==> src/rtl/glue_pkg.sv <==
package glue_pkg;
   // ----------------------------------------
   // widths of the processor side
   // ----------------------------------------
   localparam int LO_W       = 8;  // shared address/data lines
   localparam int HI_W       = 5;  // upper address lines, bits 8 to 12
   localparam int N_OE       = 3;  // output enables, one per memory
   localparam int SYNC_W     = 3 + HI_W + LO_W;

   // ----------------------------------------
   // field positions
   // ----------------------------------------
   localparam int BIT_ELEVEN = 3;  // position of address bit 11 in upper lines
   localparam int BIT_TWELVE = 4;  // position of address bit 12 in upper lines
   localparam int POS_ASTB   = SYNC_W - 1;
   localparam int POS_DSTB   = SYNC_W - 2;
   localparam int POS_RW     = SYNC_W - 3;

   // ----------------------------------------
   // decode codes and reset values
   // ----------------------------------------
   localparam logic [1:0]      ROM_CODE   = 2'h3;  // bit12:bit11 selecting the mux rom
   localparam logic [LO_W-1:0] LO_RST     = 8'h00;
   localparam logic [HI_W-1:0] HI_RST     = 5'h00;
   localparam logic [N_OE-1:0] OE_N_RST   = 3'h7;
   localparam logic [SYNC_W-1:0] SYNC_RST = 16'h0000;
endpackage

==> src/rtl/pin_sync.sv <==
`timescale 1ns/1ps
module pin_sync #(
   parameter int W = 8
) (
   input  wire logic         mclk,   // system clock
   input  wire logic         rst_n,  // synchronous reset, active low
   input  wire logic [W-1:0] din,    // asynchronous pin levels
   output logic      [W-1:0] dout    // levels after two flip-flops
);
   // ----------------------------------------
   // two-stage synchroniser
   // ----------------------------------------
   logic [W-1:0] meta_r;
   logic [W-1:0] meta_nxt;
   logic [W-1:0] sync_r;
   logic [W-1:0] sync_nxt;

   // first stage feeds only the second stage
   always_comb begin
      meta_nxt = din;
      sync_nxt = meta_r;
      if (!rst_n) begin
         meta_nxt = '0;
         sync_nxt = '0;
      end
   end

   always_ff @(posedge mclk) begin
      meta_r <= meta_nxt;
      sync_r <= sync_nxt;
   end

   assign dout = sync_r;
endmodule

==> src/rtl/mux_bus_demux_glue.sv <==
`timescale 1ns/1ps
// How it works
// - mux-bus peripheral latches the low eight address bits from shared lines.
// - peripheral drives shared lines only inside its output enable window.
// - mux memory takes address on address strobe, data only under data strobe.
// - read/write line sets data direction during data strobe.
// - read-only select combines read/write with address bits eleven and twelve.
// - non-mux memory gets all address lines valid for the whole cycle.
// - demux latch captures shared lines at address strobe falling edge.
// - latched low address stays stable until address strobe rises again.
// - chip enable of each non-mux memory held low continuously.
// - each output enable derives from data strobe, active only while it is.
// - decoder gives three active-low output enables, at most one active.
module mux_bus_demux_glue (
   input  wire logic                          mclk,                   // 20 MHz system clock
   input  wire logic                          rst_n,                  // synchronous reset, active low
   input  wire logic                          address_strobe,         // processor address strobe pin
   input  wire logic                          data_strobe,            // processor data strobe pin
   input  wire logic                          rw,                     // high read, low write
   input  wire logic [glue_pkg::HI_W-1:0]     upper_addr,             // processor address bits 8..12
   input  wire logic [glue_pkg::LO_W-1:0]     shared_addr_data_lines, // multiplexed bus, sensed only
   output logic      [glue_pkg::LO_W-1:0]     lo_addr,                // demultiplexed low address
   output logic      [glue_pkg::HI_W-1:0]     hi_addr,                // registered upper address
   output logic                               upper_addr_bit_eleven,  // decoded bit 11
   output logic                               upper_addr_bit_twelve,  // decoded bit 12
   output logic                               mem_ce_n,               // chip enable, held low
   output logic      [glue_pkg::N_OE-1:0]     mem_oe_n,               // memory output enables
   output logic                               rom_sel_n,              // mux rom select, read only
   output logic                               dir_read,               // transceiver toward processor
   output logic      [glue_pkg::LO_W-1:0]     wr_data,                // data of last write
   output logic                               wr_strobe               // one-cycle pulse per write
);
   import glue_pkg::*;

   // ----------------------------------------
   // pin synchronisation
   // ----------------------------------------
   logic [SYNC_W-1:0] pins_s;
   logic              astb_s;
   logic              dstb_s;
   logic              rw_s;
   logic [HI_W-1:0]   hi_s;
   logic [LO_W-1:0]   bus_s;

   // all pins share one delay, so strobe and data stay aligned
   pin_sync #(.W(SYNC_W)) u_sync (
      .mclk  (mclk),
      .rst_n (rst_n),
      .din   ({address_strobe, data_strobe, rw, upper_addr, shared_addr_data_lines}),
      .dout  (pins_s)
   );

   assign astb_s = pins_s[POS_ASTB];
   assign dstb_s = pins_s[POS_DSTB];
   assign rw_s  = pins_s[POS_RW];
   assign hi_s  = pins_s[LO_W +: HI_W];
   assign bus_s = pins_s[LO_W-1:0];

   // ----------------------------------------
   // address demultiplexing latch
   // ----------------------------------------
   logic [LO_W-1:0] lo_r;
   logic [LO_W-1:0] lo_nxt;
   logic [HI_W-1:0] hi_r;
   logic [HI_W-1:0] hi_nxt;
   logic            astb_d_r;
   logic            astb_d_nxt;
   logic            astb_fall;

   assign astb_fall = astb_d_r && !astb_s;

   // follow while strobe high, take the fall cycle, then freeze
   always_comb begin
      lo_nxt     = lo_r;
      hi_nxt     = hi_s;
      astb_d_nxt = astb_s;
      if (astb_s) begin
         lo_nxt = bus_s;
      end else if (astb_fall) begin
         lo_nxt = bus_s;
      end
      if (!rst_n) begin
         lo_nxt     = LO_RST;
         hi_nxt     = HI_RST;
         astb_d_nxt = 1'b0;
      end
   end

   always_ff @(posedge mclk) begin
      lo_r     <= lo_nxt;
      hi_r     <= hi_nxt;
      astb_d_r <= astb_d_nxt;
   end

   // ----------------------------------------
   // output enable decoding
   // ----------------------------------------
   logic [N_OE-1:0] oe_n_r;
   logic [N_OE-1:0] oe_n_nxt;
   logic            rom_n_r;
   logic            rom_n_nxt;
   logic            dir_r;
   logic            dir_nxt;
   logic [1:0]      code;

   assign code = {hi_s[BIT_TWELVE], hi_s[BIT_ELEVEN]};

   // writes never enable a memory, so no read-only part fights the processor
   always_comb begin
      oe_n_nxt  = OE_N_RST;
      rom_n_nxt = 1'b1;
      dir_nxt   = dstb_s && rw_s;
      if (dstb_s && rw_s) begin
         unique case (code)
            2'h0:    oe_n_nxt = 3'h6;
            2'h1:    oe_n_nxt = 3'h5;
            2'h2:    oe_n_nxt = 3'h3;
            ROM_CODE: rom_n_nxt = 1'b0;
         endcase
      end
      if (!rst_n) begin
         oe_n_nxt  = OE_N_RST;
         rom_n_nxt = 1'b1;
         dir_nxt   = 1'b0;
      end
   end

   always_ff @(posedge mclk) begin
      oe_n_r  <= oe_n_nxt;
      rom_n_r <= rom_n_nxt;
      dir_r   <= dir_nxt;
   end

   // ----------------------------------------
   // write capture
   // ----------------------------------------
   logic [LO_W-1:0] wd_r;
   logic [LO_W-1:0] wd_nxt;
   logic [LO_W-1:0] bus_d_r;
   logic [LO_W-1:0] bus_d_nxt;
   logic            dstb_d_r;
   logic            dstb_d_nxt;
   logic            rw_d_r;
   logic            rw_d_nxt;
   logic            ws_r;
   logic            ws_nxt;
   logic            dstb_fall;

   assign dstb_fall = dstb_d_r && !dstb_s;

   // previous-cycle data is taken, it was sampled with the strobe still high
   always_comb begin
      bus_d_nxt  = bus_s;
      dstb_d_nxt = dstb_s;
      rw_d_nxt  = rw_s;
      wd_nxt    = wd_r;
      ws_nxt    = 1'b0;
      if (dstb_fall && !rw_d_r) begin
         wd_nxt = bus_d_r;
         ws_nxt = 1'b1;
      end
      if (!rst_n) begin
         bus_d_nxt = LO_RST;
         dstb_d_nxt = 1'b0;
         rw_d_nxt  = 1'b1;
         wd_nxt    = LO_RST;
         ws_nxt    = 1'b0;
      end
   end

   always_ff @(posedge mclk) begin
      bus_d_r <= bus_d_nxt;
      dstb_d_r <= dstb_d_nxt;
      rw_d_r  <= rw_d_nxt;
      wd_r    <= wd_nxt;
      ws_r    <= ws_nxt;
   end

   // ----------------------------------------
   // outputs
   // ----------------------------------------
   assign lo_addr               = lo_r;
   assign hi_addr               = hi_r;
   assign upper_addr_bit_eleven = hi_r[BIT_ELEVEN];
   assign upper_addr_bit_twelve = hi_r[BIT_TWELVE];
   assign mem_ce_n              = 1'b0;         // access gated by output enable only
   assign mem_oe_n              = oe_n_r;
   assign rom_sel_n             = rom_n_r;
   assign dir_read              = dir_r;
   assign wr_data               = wd_r;
   assign wr_strobe             = ws_r;

   // ----------------------------------------
   // assertions
   // ----------------------------------------
   latch_capture_a: assert property (@(posedge mclk) disable iff (!rst_n)
      astb_fall |=> lo_r == $past(bus_s))
      else $error("low address not captured at strobe fall");

   latch_hold_a: assert property (@(posedge mclk) disable iff (!rst_n)
      (!astb_s && !astb_d_r) ##1 !astb_s |-> $stable(lo_r))
      else $error("low address moved while strobe low");

   latch_follow_a: assert property (@(posedge mclk) disable iff (!rst_n)
      astb_s |=> lo_r == $past(bus_s))
      else $error("latch not transparent while strobe high");

   oe_onehot_a: assert property (@(posedge mclk) disable iff (!rst_n)
      $onehot0({~oe_n_r, ~rom_n_r}))
      else $error("more than one memory enabled");

   oe_needs_strobe_a: assert property (@(posedge mclk) disable iff (!rst_n)
      (oe_n_r != OE_N_RST) |-> $past(dstb_s) && $past(rw_s))
      else $error("output enable without read data strobe");

   rom_no_write_a: assert property (@(posedge mclk) disable iff (!rst_n)
      !rom_n_r |-> $past(rw_s) && $past(code) == ROM_CODE)
      else $error("rom selected on write or wrong address");

   ce_low_a: assert property (@(posedge mclk) disable iff (!rst_n)
      !mem_ce_n)
      else $error("chip enable released");

   dir_match_a: assert property (@(posedge mclk) disable iff (!rst_n)
      dir_r |-> !wr_strobe && $past(dstb_s))
      else $error("direction toward processor outside read strobe");

   wr_pulse_a: assert property (@(posedge mclk) disable iff (!rst_n)
      (dstb_fall && !rw_d_r) |=> ws_r && wd_r == $past(bus_d_r) ##1 !ws_r)
      else $error("write data not taken once at strobe fall");

   addr_hi_a: assert property (@(posedge mclk) disable iff (!rst_n)
      ##1 hi_r == $past(hi_s))
      else $error("upper address not passed through");

   cov_read_c:  cover property (@(posedge mclk) disable iff (!rst_n) !oe_n_r[0] ##[1:20] oe_n_r[0]);
   cov_rom_c:   cover property (@(posedge mclk) disable iff (!rst_n) !rom_n_r);
   cov_write_c: cover property (@(posedge mclk) disable iff (!rst_n) ws_r);
   cov_cycle_c: cover property (@(posedge mclk) disable iff (!rst_n) astb_fall ##[1:20] dstb_fall);
endmodule

==> config.mk <==
export PLATFORM = sky130hd
export DESIGN_NAME = mux_bus_demux_glue
export DESIGN_NICKNAME = d
export VERILOG_FILES = /design/src/rtl/glue_pkg.sv /design/src/rtl/pin_sync.sv /design/src/rtl/mux_bus_demux_glue.sv
export SDC_FILE = /design/constraint.sdc
export NUM_CORES = 1
export LEC_CHECK = 0
export ABC_AREA = 1
export BUFFER_PORTS_ARGS = -buffer_cell sky130_fd_sc_hd__buf_2
export CAP_MARGIN = 0
export CORE_AREA = 5 5 72 74
export DETAILED_ROUTE_END_ITERATION = 16
export DIE_AREA = 0 0 77 79
export GPL_ROUTABILITY_DRIVEN = 0
export GPL_TIMING_DRIVEN = 0
export HOLD_SLACK_MARGIN = 0.03
export PLACE_DENSITY = 0.86
export SETUP_SLACK_MARGIN = 0.4
export SYNTH_ARGS = -nofsm -noshare
export SYNTH_HDL_FRONTEND = slang
export SYNTH_HIERARCHICAL = 1
export SYNTH_SLANG_ARGS = --single-unit
export TNS_END_PERCENT = 20
==> constraint.sdc <==
create_clock -name mclk -period 2.27 [get_ports mclk]
set_input_delay 0.454 -clock mclk [delete_from_list [all_inputs] [get_ports mclk]]
set_output_delay 0.454 -clock mclk [all_outputs]
set_load 0.005 [all_outputs]
# Word-level counts from Yosys, hierarchy flattened
# Cells that the tools add are included.
[classes]
add_sub_neg = 0
mul = 0
n_div = 0
magnitude_cmp = 0
n_eq_ne = 3
shift = 0
n_mux = 5
n_bitwise = 0
n_reduce_logical = 10
[op_table]
columns = ["op", "n"]
rows = [
  ["8-bit 2-to-1 mux", 2],
  ["3-bit case mux with 3 select lines", 1],
  ["2-bit equality test (second input constant)", 2],
  ["1-bit logical AND", 4],
  ["1-bit logical NOT", 3],
  ["2-bit by 1-bit equality test with 1-bit output (second input constant)", 1],
  ["2-bit logical NOT", 1],
  ["1-bit 2-to-1 mux", 2],
  ["2-bit AND reduction", 1],
  ["2-bit nonzero test", 1],
]
[word_totals]
regBits = 70
latch_bits = 0
mem_bits_rw = 0
romBits = 0
input_bits = 18
output_inout_bits = 30
word_cells = 31
memories = 0

# Depth between registers and ports, before layout
# Gate-level depths: netlist of run 1.
[depth]
word_depth = 4
mapped_depth = 6
ltp_nobuf = 5

# By module
# Netlist of run 1, hierarchy kept.
[by_module_without_submodules]
columns = ["module", "instances", "cells_per_inst", "area_per_inst_um2", "seq_area_each_um2"]
rows = [
  ["mux_bus_demux_glue", 1, 156, 1290.0, 760.7],
  ["pin_sync", 1, 99, 914.6, 640.6],
]

# Least setup slack after synthesis of run 1
# No wires, ideal clock.
[synth_path]
path_kind = "register -> output"
startpoint = "register hi_r[3] (netlist: hi_addr[3])"
endpoint = "output port hi_addr[3] in the netlist's numbering"
t_arrival_ns = 0.426
required_ns = 1.816
setup_slack_ns = 1.390
stages_incl_launch_ff = 2
path_buffers = 1
path_cell_list = "dfxtp_1 -> buf_4"
[synth_lines]
columns = ["item", "line_no", "text"]
rows = [
  ["from (decl)", "mux_bus_demux_glue.sv:64", "logic [HI_W-1:0] hi_r;"],
  ["from (signal assigned)", "mux_bus_demux_glue.sv:91", "hi_r <= hi_nxt;"],
  ["to (decl)", "mux_bus_demux_glue.sv:23", "output logic [glue_pkg::HI_W-1:0] hi_addr,"],
]
# No word-level cell between the ends.

# Worst setup path after layout of run 1
[layout_path]
startpoint = "register hi_r[3] (netlist: hi_addr[3])"
endpoint = "output port hi_addr[3] in the netlist's numbering"
# No word-level cell between the ends.

==> flow_summary.json, run 1 <==
{
  "status": "complete, no violations",
  "vdd_drop_max_v": 0.000316,
  "leakage_nw": 1.63,
  "slew_viol_final": 0,
  "ios": 48,
  "yosysUniqueCellTypes": 13,
  "drive_gt1_share_pct": 24.6,
  "cts_tree": "built",
  "sw_frac_of_total_pct": 21.2,
  "power.share.clock_pct": 38.4,
  "setup_viol_count_final": 0,
  "drc_errors": 0,
  "clk_latency_ps": 310,
  "postCtsSetupBuffers": 0,
  "io_buffers": 46,
  "grtUsageMet1_pct": 11.8,
  "final_common_cell": "dfxtp_1",
  "met3_usage_pct": 6.24,
  "netlist_area_mm2": 0.00220,
  "rrSetupSlack_ps": 1300,
  "wl_per_cell_um": 9.04,
  "vias": 1499,
  "cts_htree_levels": 3,
  "overflow": 0,
  "dr.pass1.iters": 4,
  "power_density_mw_per_mm2": 854,
  "die_w_um": 77,
  "grt_pass1_vias": 1473,
  "grt_max_degree": 12,
  "rsz0062_at_grt": "no",
  "crit_path_max_fanout": 2,
  "yosys_warnings": 6,
  "nets": 330,
  "cts.sinks": 70,
  "syn2layout_area_growth_pct": 21.9,
  "p_sw_w": 0.000486,
  "max_cap_violations": 0,
  "synth_nets": 273,
  "path_delay_family": "flip-flops",
  "endpoint_kind": "output pin",
  "grt_use_total_pct": 12.4,
  "worst-setup-path-type": "reg -> out",
  "hp-class": "in -> reg",
  "post-route-min-period_ps": 1310,
  "cp.required_ps": 1820,
  "route.final.wire_length_um": 3350,
  "postRouteAntennaNets": 0,
  "met2_usage_pct": 21.6,
  "final_cell_mix": "dfxtp_1, nand2_1, inv_1",
  "vias_per_cell": 4.04,
  "seq_area_frac_synth_pct": 63.6,
  "antenna_cells": 0,
  "critPathBufInv": 2,
  "crit_arrival_ps": 860,
  "netlist_instances": 255,
  "cts_max_path_buffers": 2,
  "top_usage_layer": "met2",
  "synth.avg_cell_area_um2": 8.65,
  "synth-seq-cells": 70,
  "power_frac_seq_pct": 56.4,
  "fin_crit_sh_pct": 57.8,
  "hpwl_um": 2510,
  "dieArea_mm2": 0.00608,
  "slowest_stage": "dfxtp_1",
  "grt_pass1_wl_um": 5960,
  "cts_hold_buf": 0,
  "p_comb_share_pct": 5.2,
  "max_stage_delay_ps": 310,
  "fin_util_pct": 59.3,
  "finClkSkew_ps": 5.84,
  "numCtsBuffers": 9,
  "core_mm2": 0.00454,
  "tns_ps": 0,
  "initial_utilization_pct": 48.6,
  "clock.fmax_mhz": 762,
  "die_h_um": 79,
  "post_cts_resized": 0,
  "clk_pin_slew_ps": 70,
  "internal-power_w": 0.00181,
  "drtIter0Drc": 86,
  "clockRootBuffer": "clkbuf_8",
  "crit_chain": "buf_4 > buf_2",
  "finalHoldViolCount": 0,
  "row_count": 25,
  "grt_antenna_before_repair": 0,
  "cp-start-kind": "register"
}
## synth_stat cells
library cell,instances,area [um2]
buf_4,4,30.0
buf_6,6,67.6
conb_1,1,3.75
dfxtp_1,70,1400
inv_1,61,229
inv_2,1,3.75
nand2_1,62,233
nand2_2,2,12.5
nand3_1,4,20.0
nand3_4,1,17.5
nor2_1,33,124
nor2_4,2,22.5
o21ai_0,8,40.0
## logic make-up after synthesis
| logic type | count (synthesis) | share of synthesized area [%] |
|---|---|---|
| buffers and inverters | 72 | 15.0 |
| AOI/OAI and AO/OA | 8 | 1.82 |
| and+or+nand+nor | 104 | 19.5 |
| other | 1 | 0.170 |
| DFF | 70 | 63.6 |
## sequential cells by signal, summed over array words and instances, names as in the netlist, 3 cells and up
signal,flops
hi_addr,5
wr_data,8
bus_d_r,8
mem_oe_n,3
u_sync/meta_r,16
lo_addr,8
u_sync/dout,16
## tightest hold or removal path: stages
cell and delay (ps):
buf_2 70, nand2_1 40, inv_1 40
## power by group through the flow
| stage | Sequential [W] | Clock [W] | Combinational [W] |
|---|---|---|---|
| after floorplan | 0.00132 | 0 | 0.0000727 |
| after global placement | 0.00132 | 0 | 0.000118 |
| after detailed placement | 0.00132 | 0 | 0.000122 |
| after CTS | 0.00129 | 0.000907 | 0.000122 |
| after global routing | 0.00130 | 0.000976 | 0.000141 |
| final | 0.00129 | 0.000882 | 0.000120 |
## routing by layer
metal	part of all wire [%]	routed length, um
met1	40	1350
met2	50	1670
met3	7.2	242
met4	2.8	93
met5	0	0
## per-stage QoR
stage / instances / total power [W] / hold slack, ps / instance area [um2] / setup WS, ps
after floorplan: 255 / 0.00139 / 390 / 2200 / 1390
after global placement: 355 / 0.00144 / 396 / 2500 / 1110
after detailed placement: 355 / 0.00144 / 397 / 2500 / 1100
after CTS: 371 / 0.00232 / 299 / 2690 / 935
after global routing: 371 / 0.00241 / 294 / 2690 / 894
final: 371 / 0.00229 / 315 / 2690 / 957
## final timing paths
| kind | depth (start not counted) | startpoint | to |
|---|---|---|---|
| worst max-delay path | 2 | hi_addr[3] | hi_addr[3] |
| worst min-delay path | 3 | upper_addr[1] | u_sync/meta_r[9] |
| worst max register to register | 4 | astb_d_r | lo_addr[3] |
| worst min register to register | 2 | u_sync/meta_r[0] | u_sync/dout[0] |
## area by class of cell
class / instances / area [um2]
Multi-Input combinational cell: 113 / 473
Tap cell: 54 / 67.6
Clock inverter: 4 / 20.0
Inverter: 62 / 233
Timing Repair Buffer: 46 / 230
Clock buffer: 12 / 165
Fill cell: 387 / 1850
Sequential cell: 70 / 1400
Buffer: 10 / 97.6
No activity file was read; power rests on OpenSTA's default activity.
==> run 2, diff against run 1 <==
--- a/config.mk
+++ b/config.mk
@@ -5,16 +5,16 @@
 export SDC_FILE = /design/constraint.sdc
 export NUM_CORES = 1
 export LEC_CHECK = 0
-export ABC_AREA = 1
+export ABC_AREA = 0
 export BUFFER_PORTS_ARGS = -buffer_cell sky130_fd_sc_hd__buf_2
 export CAP_MARGIN = 0
-export CORE_AREA = 5 5 72 74
+export CORE_AREA = 5 5 75 77
 export DETAILED_ROUTE_END_ITERATION = 16
-export DIE_AREA = 0 0 77 79
+export DIE_AREA = 0 0 80 82
 export GPL_ROUTABILITY_DRIVEN = 0
 export GPL_TIMING_DRIVEN = 0
 export HOLD_SLACK_MARGIN = 0.03
-export PLACE_DENSITY = 0.86
+export PLACE_DENSITY = 0.83
 export SETUP_SLACK_MARGIN = 0.4
 export SYNTH_ARGS = -nofsm -noshare
 export SYNTH_HDL_FRONTEND = slang
==> constraint.sdc (replaced) <==
create_clock -name mclk -period 1.18 [get_ports mclk]
set_input_delay 0.236 -clock mclk [delete_from_list [all_inputs] [get_ports mclk]]
set_output_delay 0.236 -clock mclk [all_outputs]
set_load 0.005 [all_outputs]
==> run 2 against run 1 <==
First-iteration DRC count is 26% lower. Sequential cell count is the same. Clock-buffer cell count shrank 2. Cell area up 3.1%. Synthesized cell count fell by 26%. Final cell count decreased by 13%. Register-to-register slack got worse by 1200 ps. Global-route usage up 0.30 points. Sequential share of layout area decreased by 1.1 points. Critical path depth unchanged. Area after synthesis shrank 1.2%. Power is 79% higher. Largest cell class unchanged. Largest power group unchanged.
==> flow_summary.json, run 2 <==
{
  "dieArea_mm2": 0.00656,
  "hold_start": "data_strobe",
  "power_density_mw_per_mm2": 1480,
  "drc_errors": 0,
  "cts_htree_levels": 3,
  "fin_util_pct": 56.0,
  "synth.avg_cell_area_um2": 11.6,
  "route.final.wire_length_um": 3670,
  "antenna_cells": 0,
  "final_cell_mix": "dfxtp_1, buf_2, and2_2",
  "hpwl_um": 2560,
  "rsz0062_at_grt": "yes",
  "syn2layout_area_growth_pct": 27.2,
  "cts_max_path_buffers": 2,
  "clk_latency_ps": 330,
  "max_cap_violations": 0,
  "synth_area_leader_cell": "dfxtp_1",
  "crit_path_max_fanout": 2,
  "routed.top_layer": "met4",
  "seq_area_frac_synth_pct": 64.3,
  "grt_max_degree": 12,
  "dr.pass1.iters": 4,
  "vias_per_cell": 4.25,
  "drtIter0Drc": 64,
  "hp-class": "in -> reg",
  "finClkSkew_ps": 3.91,
  "synth_most_common_cell": "dfxtp_1",
  "synth_edf_count": 0,
  "hold_end": "u_sync/meta_r[14]",
  "fin_crit_sh_pct": 92.1,
  "ios": 48,
  "wl_per_cell_um": 11.4,
  "async_reset_ff_share_pct": 0,
  "endpoint_kind": "output pin",
  "grt_pass1_vias": 1374,
  "worst-setup-path-type": "reg -> out",
  "status": "complete, no violations",
  "worst_r2r_path_depth": 3,
  "synth_top_area_share_pct": 64.3,
  "cp.required_ps": 940,
  "final_common_cell": "dfxtp_1",
  "post-route-min-period_ps": 1090,
  "yosys-top-cells-count": "dfxtp_1, and2_2, and2_1, nand2_1",
  "grt_use_total_pct": 12.7,
  "met2_length_um": 1880,
  "reg2reg_from": "u_sync/dout[14]",
  "min_path_cells": 2,
  "die_h_um": 82,
  "numCtsBuffers": 9,
  "grt_pass1_wl_um": 6170,
  "rrSetupSlack_ps": 120,
  "reg2reg_to": "mem_oe_n[0]",
  "synth_nets": 206,
  "cts_tree": "built",
  "initial_utilization_pct": 44.1,
  "clockRootBuffer": "clkbuf_8",
  "yosysUniqueCellTypes": 20,
  "vdd_drop_max_v": 0.000742,
  "netlist_instances": 188,
  "cts.sinks": 70,
  "cp-start-kind": "register",
  "power_frac_seq_pct": 59.9,
  "synth-seq-cells": 70,
  "row_count": 26,
  "sw_frac_of_total_pct": 20.8,
  "setup_viol_count_final": 0,
  "finalHoldViolCount": 0,
  "vias": 1368,
  "p_sw_w": 0.000854,
  "postRouteAntennaNets": 0,
  "crit_arrival_ps": 850,
  "core_mm2": 0.00494,
  "synth-main-ff-cell": "dfxtp_1",
  "yosys_warnings": 6,
  "synthTopCellsByArea": "dfxtp_1, and2_2, and2_1",
  "overflow": 0,
  "clock.fmax_mhz": 920,
  "tns_ps": 0,
  "slew_viol_final": 0,
  "netlist_area_mm2": 0.00218,
  "p_comb_share_pct": 4.3,
  "power.share.clock_pct": 35.8,
  "io_buffers": 46,
  "die_w_um": 80,
  "internal-power_w": 0.00325,
  "grt_antenna_before_repair": 0,
  "wl_met1_um": 1490,
  "wl_met3_um": 204,
  "leakage_nw": 1.20,
  "drive_gt1_share_pct": 48.4,
  "clk_pin_slew_ps": 60,
  "nets": 268
}
==> run 2: cell count changes after synthesis, moves of 8 or more <==
cell	change
and2_2	+32
nand2_1	-46
and2_1	+16
inv_1	-61
nor2_1	-33
mux2i_1	+8
==> run 2: cell type report <==
type	instances	area, um2
well taps	70	87.6
clock buffers	10	128
plain buffers	14	105
flip-flops and latches	70	1420
multi-input cells	104	737
fillers	447	2170
repair buffers	51	284
clock inverters	3	15.0
==> run 2: worst max-delay path by stage <==
stage                               start           to  slack [ps]
after detailed placement            rst_n  mem_oe_n[0]          -6
final                          hi_addr[3]   hi_addr[3]          90
after global placement              rst_n  mem_oe_n[0]          -5
after global routing             astb_d_r   lo_addr[6]          50
after floorplan           u_sync/dout[14]  mem_oe_n[0]         180
after CTS                      hi_addr[4]   hi_addr[4]          80
==> run 2: kinds of logic after synthesis <==
kind of cell           count (synthesis)  share of synthesized area [%]
multiplexers                           8                           3.68
AND/OR/NAND/NOR                       79                           23.8
AO/OA/AOI/OAI                         16                           4.59
flip-flops                            70                           64.3
buffers and inverters                 14                           3.39
other                                  1                          0.172
==> run 2: critical path, cell delays in order, from the launching register on <==
cell	delay, ps
dfxtp_2	320
buf_6	100
buf_6	100
==> run 2: stage by stage <==
stage / std cells / cell area [um2] / hold slack [ps] / worst slack (ps) / total power (W)
final: 322 / 2770 / 124 / 93.1 / 0.00411
after global routing: 322 / 2770 / 105 / 54.7 / 0.00429
after CTS: 322 / 2740 / 110 / 82.0 / 0.00416
after detailed placement: 304 / 2510 / 421 / -6.32 / 0.00268
after global placement: 304 / 2510 / 409 / -4.85 / 0.00267
after floorplan: 188 / 2190 / 309 / 180 / 0.00261
==> run 2: repair_timing <==
action	in CTS	in global routing
pin swaps	4	3
endpoints found under the hold margin	0	0
endpoints found under the setup margin	51	52
setup buffers	4	0
resized for setup	17	19
hold buffers	0	0
gates cloned	1	0
==> run 2: per-layer routing <==
layer	vias to the layer above	GRT usage [%]
li1	716	-
met1	608	13.2
met2	35	21.9
met3	9	4.17
met4	0	8.61
met5	-	0
==> run 2: power by group through the flow <==
stage               registers, W  logic (W)  clock network [W]
global route             0.00247   0.000200            0.00162
CTS                      0.00246   0.000175            0.00152
finish                   0.00246   0.000177            0.00147
detailed placement       0.00251   0.000164                  0
floorplan                0.00251   0.000102                  0
global placement         0.00251   0.000160                  0
